===== src/include/spm_pkg.sv =====
package spm_pkg;
   // Register indexes and their byte addresses
   localparam logic [7:0] SPM_IDX_DATA = 8'h31;
   localparam logic [7:0] SPM_IDX_CTRL = 8'h32;
   localparam logic [7:0] SPM_IDX_STAT = 8'h33;
   localparam logic [7:0] SPM_ADDR_DATA = 8'(SPM_IDX_DATA << 2);
   localparam logic [7:0] SPM_ADDR_CTRL = 8'(SPM_IDX_CTRL << 2);
   localparam logic [7:0] SPM_ADDR_STAT = 8'(SPM_IDX_STAT << 2);
   // Control fields
   localparam int SPM_CR_IRQ_EN = 7;
   localparam int SPM_CR_OUT_EN = 6;
   localparam int SPM_CR_DIV_EN = 5;
   localparam int SPM_CR_MASTER = 4;
   localparam int SPM_CR_CLOCK_POLARITY = 3;
   localparam int SPM_CR_CLOCK_PHASE = 2;
   localparam int SPM_CR_RATE_HI = 1;
   localparam int SPM_CR_RATE_LO = 0;
   // Status fields
   localparam int SPM_SR_TCF = 7;
   localparam int SPM_SR_WRITE_COLLISION_FLAG = 6;
   localparam int SPM_SR_OVR = 5;
   localparam int SPM_SR_MODE_FAULT_FLAG = 4;
   localparam int SPM_SR_SOD = 2;
   localparam int SPM_SR_SSM = 1;
   localparam int SPM_SR_SSI = 0;
   // Reset values
   localparam logic [7:0] SPM_CTRL_RST = 8'h00;
   localparam logic [7:0] SPM_STAT_RST = 8'h00;
   localparam logic [7:0] SPM_DATA_RST = 8'h00;
   // Half SCK periods in pclk cycles, per rate code
   localparam logic [6:0] SPM_HALF_DIV4 = 7'h02;
   localparam logic [6:0] SPM_HALF_DIV8 = 7'h04;
   localparam logic [6:0] SPM_HALF_DIV16 = 7'h08;
   localparam logic [6:0] SPM_HALF_DIV32 = 7'h10;
   localparam logic [6:0] SPM_HALF_DIV64 = 7'h20;
   localparam logic [6:0] SPM_HALF_DIV128 = 7'h40;
   // Sixteen SCK edges per byte
   localparam logic [3:0] SPM_EDGE_LAST = 4'hF;
   localparam logic [3:0] SPM_EDGE_FIRST = 4'h0;
endpackage


===== src/include/spm_shift_if.sv =====
`timescale 1ns/1ps
interface spm_shift_if;
   logic load;
   logic [7:0] load_byte;
   logic cap;
   logic shf;
   logic fin;
   logic rx_bit;
   logic [7:0] sr;
   modport ctl (output load, load_byte, cap, shf, fin, rx_bit, input sr);
   modport eng (input load, load_byte, cap, shf, fin, rx_bit, output sr);
endinterface


===== src/logic/spm_shifter.sv =====
`timescale 1ns/1ps
module spm_shifter (
   // Clock and reset
   input wire logic pclk,
   input wire logic presetn,
   // Commands from the controller
   spm_shift_if.eng sh
);
   typedef struct packed {
      logic [7:0] sr;
      logic cap_bit;
   } spm_shifter_state_t;

   spm_shifter_state_t q_r;
   spm_shifter_state_t q_nxt;

   // --------------------------------------------------
   // Shift engine
   // --------------------------------------------------
   // Captured bit waits for the shift edge so TX bit stays stable meanwhile
   always_comb begin
      q_nxt = q_r;
      if (sh.load) begin
         q_nxt.sr = sh.load_byte;
      end else if (sh.fin) begin
         q_nxt.sr = {q_r.sr[6:0], sh.rx_bit};
      end else begin
         if (sh.cap) begin
            q_nxt.cap_bit = sh.rx_bit;
         end
         if (sh.shf) begin
            q_nxt.sr = {q_r.sr[6:0], q_r.cap_bit};
         end
      end
   end

   always_ff @(posedge pclk or negedge presetn) begin
      if (!presetn) begin
         q_r <= '0;
      end else begin
         q_r <= q_nxt;
      end
   end

   assign sh.sr = q_r.sr;
endmodule


===== src/logic/spm_top.sv =====
// The APB register port was decided locally.
`timescale 1ns/1ps
module spm_top #(
   parameter int ADDR_W = 8
) (
   // Clock and reset
   input wire logic pclk,
   input wire logic presetn,
   // APB slave
   input wire logic psel,
   input wire logic penable,
   input wire logic pwrite,
   input wire logic [ADDR_W-1:0] paddr,
   input wire logic [31:0] pwdata,
   output logic [31:0] prdata,
   output logic pready,
   output logic pslverr,
   // Serial clock pin
   input wire logic sck_i,
   output logic sck_o,
   output logic sck_oe_n,
   // Master out pin
   input wire logic mosi_i,
   output logic mosi_o,
   output logic mosi_oe_n,
   // Master in pin
   input wire logic miso_i,
   output logic miso_o,
   output logic miso_oe_n,
   // Slave select pin
   input wire logic ss_n_i,
   // Pin ownership and events
   output logic pin_func_en,
   output logic ss_pin_used,
   output logic irq,
   output logic wait_wake,
   output logic halt_wake
);
   generate
      if (ADDR_W < 8) begin : g_bad_addr
         $error("spm_top: ADDR_W must be at least 8");
      end
   endgenerate

   typedef enum logic [1:0] {
      SPM_REG_NONE = 2'b00,
      SPM_REG_DATA = 2'b01,
      SPM_REG_CTRL = 2'b10,
      SPM_REG_STAT = 2'b11
   } spm_reg_t;

   typedef struct packed {
      logic [7:0] ctrl;
      logic output_disable;
      logic soft_select_mode;
      logic internal_select_level;
      logic tcf;
      logic write_collision_flag;
      logic overrun_flag;
      logic mode_fault_flag;
      logic tcf_arm;
      logic mode_fault_flag_arm;
      logic [7:0] rxbuf;
      logic run;
      logic [3:0] edg;
      logic [6:0] div;
      logic sck;
      logic done;
      logic [2:0] sck_s;
      logic [1:0] ss_s;
      logic [1:0] mosi_s;
      logic [1:0] miso_s;
      logic [7:0] rdata;
   } spm_top_state_t;

   spm_top_state_t q_r;
   spm_top_state_t q_nxt;

   spm_shift_if sh ();

   spm_shifter u_shifter (
      .pclk (pclk),
      .presetn (presetn),
      .sh (sh)
   );

   // --------------------------------------------------
   // Helpers
   // --------------------------------------------------
   function automatic spm_reg_t spm_decode(input logic [ADDR_W-1:0] a);
      spm_reg_t r;
      r = SPM_REG_NONE;
      if (a == ADDR_W'(spm_pkg::SPM_ADDR_DATA)) begin
         r = SPM_REG_DATA;
      end else if (a == ADDR_W'(spm_pkg::SPM_ADDR_CTRL)) begin
         r = SPM_REG_CTRL;
      end else if (a == ADDR_W'(spm_pkg::SPM_ADDR_STAT)) begin
         r = SPM_REG_STAT;
      end
      return r;
   endfunction

   // Codes 101 and 111 are undefined; they fall to the slowest rate
   function automatic logic [6:0] spm_half(input logic [2:0] code);
      logic [6:0] h;
      h = spm_pkg::SPM_HALF_DIV128;
      unique case (code)
         3'h4: h = spm_pkg::SPM_HALF_DIV4;
         3'h0: h = spm_pkg::SPM_HALF_DIV8;
         3'h1: h = spm_pkg::SPM_HALF_DIV16;
         3'h6: h = spm_pkg::SPM_HALF_DIV32;
         3'h2: h = spm_pkg::SPM_HALF_DIV64;
         3'h3: h = spm_pkg::SPM_HALF_DIV128;
         default: h = spm_pkg::SPM_HALF_DIV128;
      endcase
      return h;
   endfunction

   // --------------------------------------------------
   // Decoded controls
   // --------------------------------------------------
   spm_reg_t sel_reg;
   logic acc;
   logic wr;
   logic rd;
   logic data_wr;
   logic data_rd;
   logic ctrl_wr;
   logic stat_wr;
   logic stat_rd;
   logic stat_acc;
   logic out_en;
   logic master;
   logic clock_polarity;
   logic clock_phase;
   logic ss_int_n;
   logic slave_sel;
   logic busy;
   logic blocked;
   logic accept;
   logic collide;
   logic [6:0] half;
   logic tick;
   logic s_edge;
   logic edge_ev;
   logic last_edge;
   logic fault;

   assign sel_reg = spm_decode(paddr);
   assign acc = psel & penable;
   assign wr = acc & pwrite;
   assign rd = acc & ~pwrite;
   assign data_wr = wr & (sel_reg == SPM_REG_DATA);
   assign data_rd = rd & (sel_reg == SPM_REG_DATA);
   assign ctrl_wr = wr & (sel_reg == SPM_REG_CTRL);
   assign stat_wr = wr & (sel_reg == SPM_REG_STAT);
   assign stat_rd = rd & (sel_reg == SPM_REG_STAT);
   assign stat_acc = acc & (sel_reg == SPM_REG_STAT);

   assign out_en = q_r.ctrl[spm_pkg::SPM_CR_OUT_EN];
   assign master = q_r.ctrl[spm_pkg::SPM_CR_MASTER];
   assign clock_polarity = q_r.ctrl[spm_pkg::SPM_CR_CLOCK_POLARITY];
   assign clock_phase = q_r.ctrl[spm_pkg::SPM_CR_CLOCK_PHASE];

   // Pin select only after both sync stages
   assign ss_int_n = q_r.soft_select_mode ? q_r.internal_select_level : q_r.ss_s[1];
   assign slave_sel = out_en & ~master & ~ss_int_n;
   assign fault = out_en & master & ~ss_int_n;

   assign busy = q_r.run | (q_r.edg != spm_pkg::SPM_EDGE_FIRST);
   assign blocked = q_r.tcf & ~q_r.tcf_arm;
   assign accept = data_wr & ~blocked & ~busy;
   assign collide = data_wr & ~blocked & busy;

   // Rate bits only steer the master divider
   assign half = spm_half({q_r.ctrl[spm_pkg::SPM_CR_DIV_EN],
                           q_r.ctrl[spm_pkg::SPM_CR_RATE_HI],
                           q_r.ctrl[spm_pkg::SPM_CR_RATE_LO]});
   assign tick = q_r.run & (q_r.div == 7'(half - 7'h01));
   assign s_edge = slave_sel & (q_r.sck_s[1] ^ q_r.sck_s[2]);
   assign edge_ev = tick | s_edge;
   assign last_edge = edge_ev & (q_r.edg == spm_pkg::SPM_EDGE_LAST);

   // --------------------------------------------------
   // Shift engine commands
   // --------------------------------------------------
   // Even edges capture at phase 0, odd edges at phase 1
   assign sh.load = accept;
   assign sh.load_byte = pwdata[7:0];
   assign sh.rx_bit = master ? q_r.miso_s[1] : q_r.mosi_s[1];
   assign sh.cap = edge_ev & (q_r.edg[0] == clock_phase) & ~(clock_phase & last_edge);
   assign sh.fin = clock_phase & last_edge;
   assign sh.shf = edge_ev & (q_r.edg[0] != clock_phase) & (q_r.edg != spm_pkg::SPM_EDGE_FIRST);

   // --------------------------------------------------
   // Next state
   // --------------------------------------------------
   always_comb begin
      q_nxt = q_r;
      q_nxt.sck_s = {q_r.sck_s[1:0], sck_i};
      q_nxt.ss_s = {q_r.ss_s[0], ss_n_i};
      q_nxt.mosi_s = {q_r.mosi_s[0], mosi_i};
      q_nxt.miso_s = {q_r.miso_s[0], miso_i};
      q_nxt.done = last_edge;

      // Read data captured in setup; side effects use this snapshot
      if (psel & ~penable & ~pwrite) begin
         unique case (sel_reg)
            SPM_REG_DATA: q_nxt.rdata = q_r.rxbuf;
            SPM_REG_CTRL: q_nxt.rdata = q_r.ctrl;
            SPM_REG_STAT: q_nxt.rdata = {q_r.tcf, q_r.write_collision_flag, q_r.overrun_flag, q_r.mode_fault_flag,
                                         1'b0, q_r.output_disable, q_r.soft_select_mode, q_r.internal_select_level};
            SPM_REG_NONE: q_nxt.rdata = 8'h00;
         endcase
      end

      // Software writes
      if (ctrl_wr) begin
         q_nxt.ctrl = pwdata[7:0];
         if (q_r.mode_fault_flag & ~q_r.mode_fault_flag_arm) begin
            q_nxt.ctrl[spm_pkg::SPM_CR_OUT_EN] = 1'b0;
            q_nxt.ctrl[spm_pkg::SPM_CR_MASTER] = 1'b0;
         end
      end
      if (stat_wr) begin
         q_nxt.output_disable = pwdata[spm_pkg::SPM_SR_SOD];
         q_nxt.soft_select_mode = pwdata[spm_pkg::SPM_SR_SSM];
         q_nxt.internal_select_level = pwdata[spm_pkg::SPM_SR_SSI];
      end

      // Clearing sequences; sets below take priority
      if (stat_acc) begin
         q_nxt.tcf_arm = 1'b1;
      end
      if ((data_rd | data_wr) & q_r.tcf_arm) begin
         q_nxt.tcf = 1'b0;
         q_nxt.tcf_arm = 1'b0;
      end
      if (data_rd & q_r.tcf_arm) begin
         q_nxt.write_collision_flag = 1'b0;
      end
      if (stat_rd & q_r.rdata[spm_pkg::SPM_SR_OVR]) begin
         q_nxt.overrun_flag = 1'b0;
      end
      if (stat_rd & q_r.rdata[spm_pkg::SPM_SR_MODE_FAULT_FLAG]) begin
         q_nxt.mode_fault_flag_arm = 1'b1;
      end
      if (ctrl_wr & q_r.mode_fault_flag_arm) begin
         q_nxt.mode_fault_flag = 1'b0;
         q_nxt.mode_fault_flag_arm = 1'b0;
      end

      // Collision leaves the running byte alone
      if (collide) begin
         q_nxt.write_collision_flag = 1'b1;
      end

      // Master clock generation
      if (accept & master & out_en) begin
         q_nxt.run = 1'b1;
         q_nxt.div = 7'h00;
      end else if (tick) begin
         q_nxt.div = 7'h00;
         q_nxt.sck = ~q_r.sck;
         if (q_r.edg == spm_pkg::SPM_EDGE_LAST) begin
            q_nxt.run = 1'b0;
         end
      end else if (q_r.run) begin
         q_nxt.div = 7'(q_r.div + 7'h01);
      end else begin
         q_nxt.sck = clock_polarity;
      end

      // Edge counter shared by both modes
      if (edge_ev) begin
         q_nxt.edg = 4'(q_r.edg + 4'h1);
      end else if (~q_r.run & ~slave_sel) begin
         q_nxt.edg = spm_pkg::SPM_EDGE_FIRST;
      end

      // End of byte, one cycle after the last edge
      if (q_r.done) begin
         if (q_r.tcf) begin
            q_nxt.overrun_flag = 1'b1;
         end else begin
            q_nxt.rxbuf = sh.sr;
            q_nxt.tcf = 1'b1;
            q_nxt.tcf_arm = 1'b0;
         end
      end

      // Mode fault overrides the clock state, edge counter and OUT_EN/MASTER bits, including a same-cycle write
      if (fault) begin
         q_nxt.mode_fault_flag = 1'b1;
         q_nxt.ctrl[spm_pkg::SPM_CR_OUT_EN] = 1'b0;
         q_nxt.ctrl[spm_pkg::SPM_CR_MASTER] = 1'b0;
         q_nxt.run = 1'b0;
         q_nxt.edg = spm_pkg::SPM_EDGE_FIRST;
         q_nxt.div = 7'h00;
         q_nxt.sck = clock_polarity;
      end else if (~out_en) begin
         q_nxt.run = 1'b0;
         q_nxt.edg = spm_pkg::SPM_EDGE_FIRST;
      end
   end

   // --------------------------------------------------
   // State register
   // --------------------------------------------------
   always_ff @(posedge pclk or negedge presetn) begin
      if (!presetn) begin
         q_r <= '0;
         q_r.ctrl <= spm_pkg::SPM_CTRL_RST;
         q_r.rxbuf <= spm_pkg::SPM_DATA_RST;
         q_r.sck_s <= 3'h0;
         q_r.ss_s <= 2'h3;
         q_r.mosi_s <= 2'h3;
         q_r.miso_s <= 2'h3;
      end else begin
         q_r <= q_nxt;
      end
   end

   // --------------------------------------------------
   // Outputs
   // --------------------------------------------------
   assign prdata = {24'h000000, q_r.rdata};
   assign pready = 1'b1;
   assign pslverr = acc & (sel_reg == SPM_REG_NONE);

   // Enables low while driving; pins are released whenever out_en is clear
   assign sck_o = q_r.sck;
   assign sck_oe_n = ~(out_en & master);
   assign mosi_o = sh.sr[7];
   assign mosi_oe_n = ~(out_en & master & ~q_r.output_disable);
   assign miso_o = sh.sr[7];
   assign miso_oe_n = ~(slave_sel & ~q_r.output_disable);
   assign pin_func_en = out_en;
   assign ss_pin_used = out_en & ~q_r.soft_select_mode;

   // Collision flag deliberately left out of the request
   assign irq = q_r.ctrl[spm_pkg::SPM_CR_IRQ_EN] & (q_r.tcf | q_r.mode_fault_flag | q_r.overrun_flag);
   assign wait_wake = irq;
   assign halt_wake = q_r.ctrl[spm_pkg::SPM_CR_IRQ_EN] & q_r.tcf;
endmodule


===== config.mk =====
export PLATFORM = sky130hd
export DESIGN_NAME = spm_top
export DESIGN_NICKNAME = d
export VERILOG_FILES = /design/src/include/spm_pkg.sv /design/src/include/spm_shift_if.sv /design/src/logic/spm_shifter.sv /design/src/logic/spm_top.sv
export SDC_FILE = /design/constraint.sdc
export NUM_CORES = 1
export LEC_CHECK = 0
export BUFFER_PORTS_ARGS = -buffer_cell sky130_fd_sc_hd__buf_2
export CORE_MARGIN = 4
export CORE_UTILIZATION = 47
export CTS_BUF_LIST = sky130_fd_sc_hd__clkbuf_8
export CTS_CLUSTER_DIAMETER = 30
export DETAILED_ROUTE_END_ITERATION = 8
export PLACE_DENSITY = 0.73
export SLEW_MARGIN = 20
export SYNTH_ARGS = -nofsm -noshare
export SYNTH_HDL_FRONTEND = slang
export SYNTH_SLANG_ARGS = --single-unit

===== constraint.sdc =====
create_clock -name pclk -period 3.9 [get_ports pclk]
set_input_delay 0.585 -clock pclk [delete_from_list [all_inputs] [get_ports pclk]]
set_output_delay 0.585 -clock pclk [all_outputs]
set_load 0.01 [all_outputs]

==> impl_metrics.env <==
export IMPL_first_pass_iters=4
export IMPL_wl_met3_um=503
export IMPL_ctsHoldBuffers=0
export IMPL_max_slew_margin=0.350
export IMPL_hold_slack_ns=0.340
export IMPL_fin_tns_setup_ns=0
export IMPL_drc=0
export IMPL_synth_area_mm2=0.00342
export IMPL_min_period_over_period=0.784
export IMPL_n_antenna_cell=0
export IMPL_crit_fanout=16
export IMPL_r2r_end="u_shifter.sh.sr[0]$_DFFE_PN0P_"
export IMPL_grt_overflow=0
export IMPL_antenna_found_initial=0
export IMPL_min_period_ns=3.06
export IMPL_max_vdd_ir_drop_mv=0.223
export IMPL_syn_inst=345
export IMPL_rsz0062_at_grt="false"
export IMPL_routed_via_density=5.28
export IMPL_synth_seq_area_share=0.478
export IMPL_ant_nets=0
export IMPL_rows=30
export IMPL_final_max_slew_violation_count=0
export IMPL_post_cts_buffers=0
export IMPL_synth_edf_count=0
export IMPL_htree_levels=3
export IMPL_end_kind="register"
export IMPL_crit_path_top_delay_cell="a21oi_2"
export IMPL_leakage_nw=1.76
export IMPL_cts_clk_slew_worst_paths_ns=0.07
export IMPL_fp_dieW_um=93.3
export IMPL_cap_violations=0
export IMPL_worstSetupPathType="reg -> reg"
export IMPL_cp_required_ns=4.12
export IMPL_ys_warn_count=0
export IMPL_r2r_start="q_r[48]$_DFFE_PN0P_"
export IMPL_rrSetupSlack_ns=0.84
export IMPL_pwr_density_cell_mw_per_mm2=378
export IMPL_wl_met1_um=3360
export IMPL_root_buffer="clkbuf_8"
export IMPL_yosysUniqueCellTypes=48
export IMPL_drtIter0Drc=96
export IMPL_cts_sinks=65
export IMPL_synth_area_per_cell_um2=9.91
export IMPL_synth_seq_cells=65
export IMPL_fmax_mhz=327
export IMPL_ys_flop_type="dfrtp_1"
export IMPL_dieArea_mm2=0.00870
export IMPL_clock_latency_ns=0.34
export IMPL_met2_length_um=3360
export IMPL_worstMarginPinSlew_ns=0.974
export IMPL_ctsResizeCount=0
export IMPL_fin_nets=434
export IMPL_grt_max_degree=38
export IMPL_layout_drive_gt1_share=0.238
export IMPL_slowest_delay_ns=0.56
export IMPL_start_util=0.492
export IMPL_avgRoutedWirePerCell_um=15.2
export IMPL_final_cell_mix="59 x dfrtp_1, 44 x buf_2, 36 x nand2_1"
export IMPL_port_buffers=44
export IMPL_timing_hold_violations_final=0
export IMPL_grt_pass1_wl_um=12000
export IMPL_clockBufferDepth=2
export IMPL_async_flop_share=1.00
export IMPL_grtUsageTotal=0.178
export IMPL_die_y_um=93.3
export IMPL_setup_viol=0
export IMPL_boundaryPins=94
export IMPL_crit_path_start_kind="register"
export IMPL_routabilityCongestion=0.855
export IMPL_ff2ff_path_depth=10
export IMPL_numCtsBuffers=9
export IMPL_finClkSkew_ns=0.00801
export IMPL_num_vias=2545
export IMPL_area_growth_pct=10.6
export IMPL_drt_total_wl_um=7340
export IMPL_coreArea_mm2=0.00694
export IMPL_hold_path_class="in -> async"
export IMPL_mostFrequentLayoutCell="dfrtp_1"
export IMPL_crit_arrival_ns=3.28
export IMPL_grt_pass1_vias=2467
export IMPL_cts_tree="built"
export IMPL_highest_signal_layer="met4"
export IMPL_status="complete, no violations"
export IMPL_crit_chain="or3_1 -> ha_1 -> xnor2_1 -> o21ai_0 -> a22oi_1 -> o31ai_4 -> buf_4 -> a21oi_2 -> nor3_1 -> a221o_1"
export IMPL_hpwl_um=5460
==> synth_stat cells, types with 2 or more instances <==
cell	n	share of area
a21o_1	3	0.0066
a21oi_1	21	0.031
a221oi_1	7	0.018
a22o_1	2	0.0051
a22oi_1	3	0.0066
a31oi_1	3	0.0055
and2_1	2	0.0037
and3_1	3	0.0055
buf_2	2	0.0029
buf_4	35	0.077
clkbuf_1	9	0.0099
conb_1	2	0.0022
dfrtp_1	59	0.43
dfstp_2	6	0.046
ha_1	4	0.015
inv_1	12	0.013
mux2_2	15	0.049
mux2i_1	12	0.035
nand2_1	36	0.040
nand2b_1	2	0.0037
nand3_1	5	0.0073
nand3b_1	5	0.011
nand4_1	3	0.0055
nor2_1	31	0.034
nor2b_1	5	0.0092
nor3_1	6	0.0088
o21ai_0	16	0.023
o31ai_1	2	0.0044
or2_2	2	0.0037
or3_1	4	0.0073
or4_1	2	0.0044
xnor2_1	7	0.018
xor2_1	4	0.010
==> per-layer routing <==
metal  track usage  vias to the layer above
li1              -                     1210
met5             0                        -
met1         0.238                     1236
met2         0.276                       86
met4        0.0855                        0
met3        0.0362                       13
==> critical path, delay by kind of cell, from the launching register on <==
kind,cells,cell delay (ns)
compound gates,5,1.35
simple gates,2,0.56
flops,1,0.47
xor+xnor,1,0.18
fa+ha+maj,1,0.20
buf+inv,1,0.18
==> where the power goes <==
part | internal, W | total, W | leakage, nW | switching (W)
combinational | 0.0000443 | 0.000116 | 0.821 | 0.0000716
sequential | 0.000700 | 0.000719 | 0.830 | 0.0000189
clock | 0.000334 | 0.000595 | 0.110 | 0.000261
==> sequential cells by signal (all words and copies together), names as in the netlist <==
name / flops
u_shifter.q_r: 1
u_shifter.sh.sr: 8
master: 1
clock_polarity: 1
q_r: 38
prdata: 8
pin_func_en: 1
q_nxt: 5
sck_o: 1
clock_phase: 1
==> worst max-delay path by stage <==
stage,startpoint,to,slack [ns],cells past startpoint
2_1_floorplan,q_r[48]$_DFFE_PN0P_,u_shifter.sh.sr[0]$_DFFE_PN0P_,1.12,10
3_3_place_gp,q_r[48]$_DFFE_PN0P_,u_shifter.sh.sr[0]$_DFFE_PN0P_,0.60,10
3_5_place_dp,q_r[48]$_DFFE_PN0P_,u_shifter.sh.sr[0]$_DFFE_PN0P_,0.55,10
4_1_cts,q_r[48]$_DFFE_PN0P_,u_shifter.sh.sr[0]$_DFFE_PN0P_,0.53,10
5_1_grt,q_r[48]$_DFFE_PN0P_,u_shifter.sh.sr[0]$_DFFE_PN0P_,0.58,10
6_report,q_r[48]$_DFFE_PN0P_,u_shifter.sh.sr[0]$_DFFE_PN0P_,0.84,10
==> cell type report <==
type | count | area, um^2
timing repair buffer | 49 | 258
fill | 613 | 3160
inverter | 12 | 45.0
multi-input combinational | 244 | 1510
clock buffer | 11 | 151
sequential | 65 | 1630
tap | 96 | 120
clock inverter | 5 | 61.3
==> cell families after synthesis <==
group / Yosys count / share of synthesized area
simple gates: 112 / 0.162
compound gates: 65 / 0.124
flops: 65 / 0.478
buf+inv: 59 / 0.106
mux: 27 / 0.0846
xor+xnor: 11 / 0.0282
fa+ha+maj: 4 / 0.0146
other cells: 2 / 0.00220
==> metrics by stage <==
step	instance area, um^2	worst slack, ns	utilization	power, W	instances
after CTS	3780	0.525	0.544	0.00145	482
after global placement	3560	0.596	0.513	0.000846	466
after detailed placement	3560	0.554	0.513	0.000849	466
after global routing	3780	0.583	0.545	0.00150	482
final	3780	0.842	0.545	0.00143	482
after floorplan	3500	1.12	-	0.000822	368
Power figures use the tool's default switching activity.
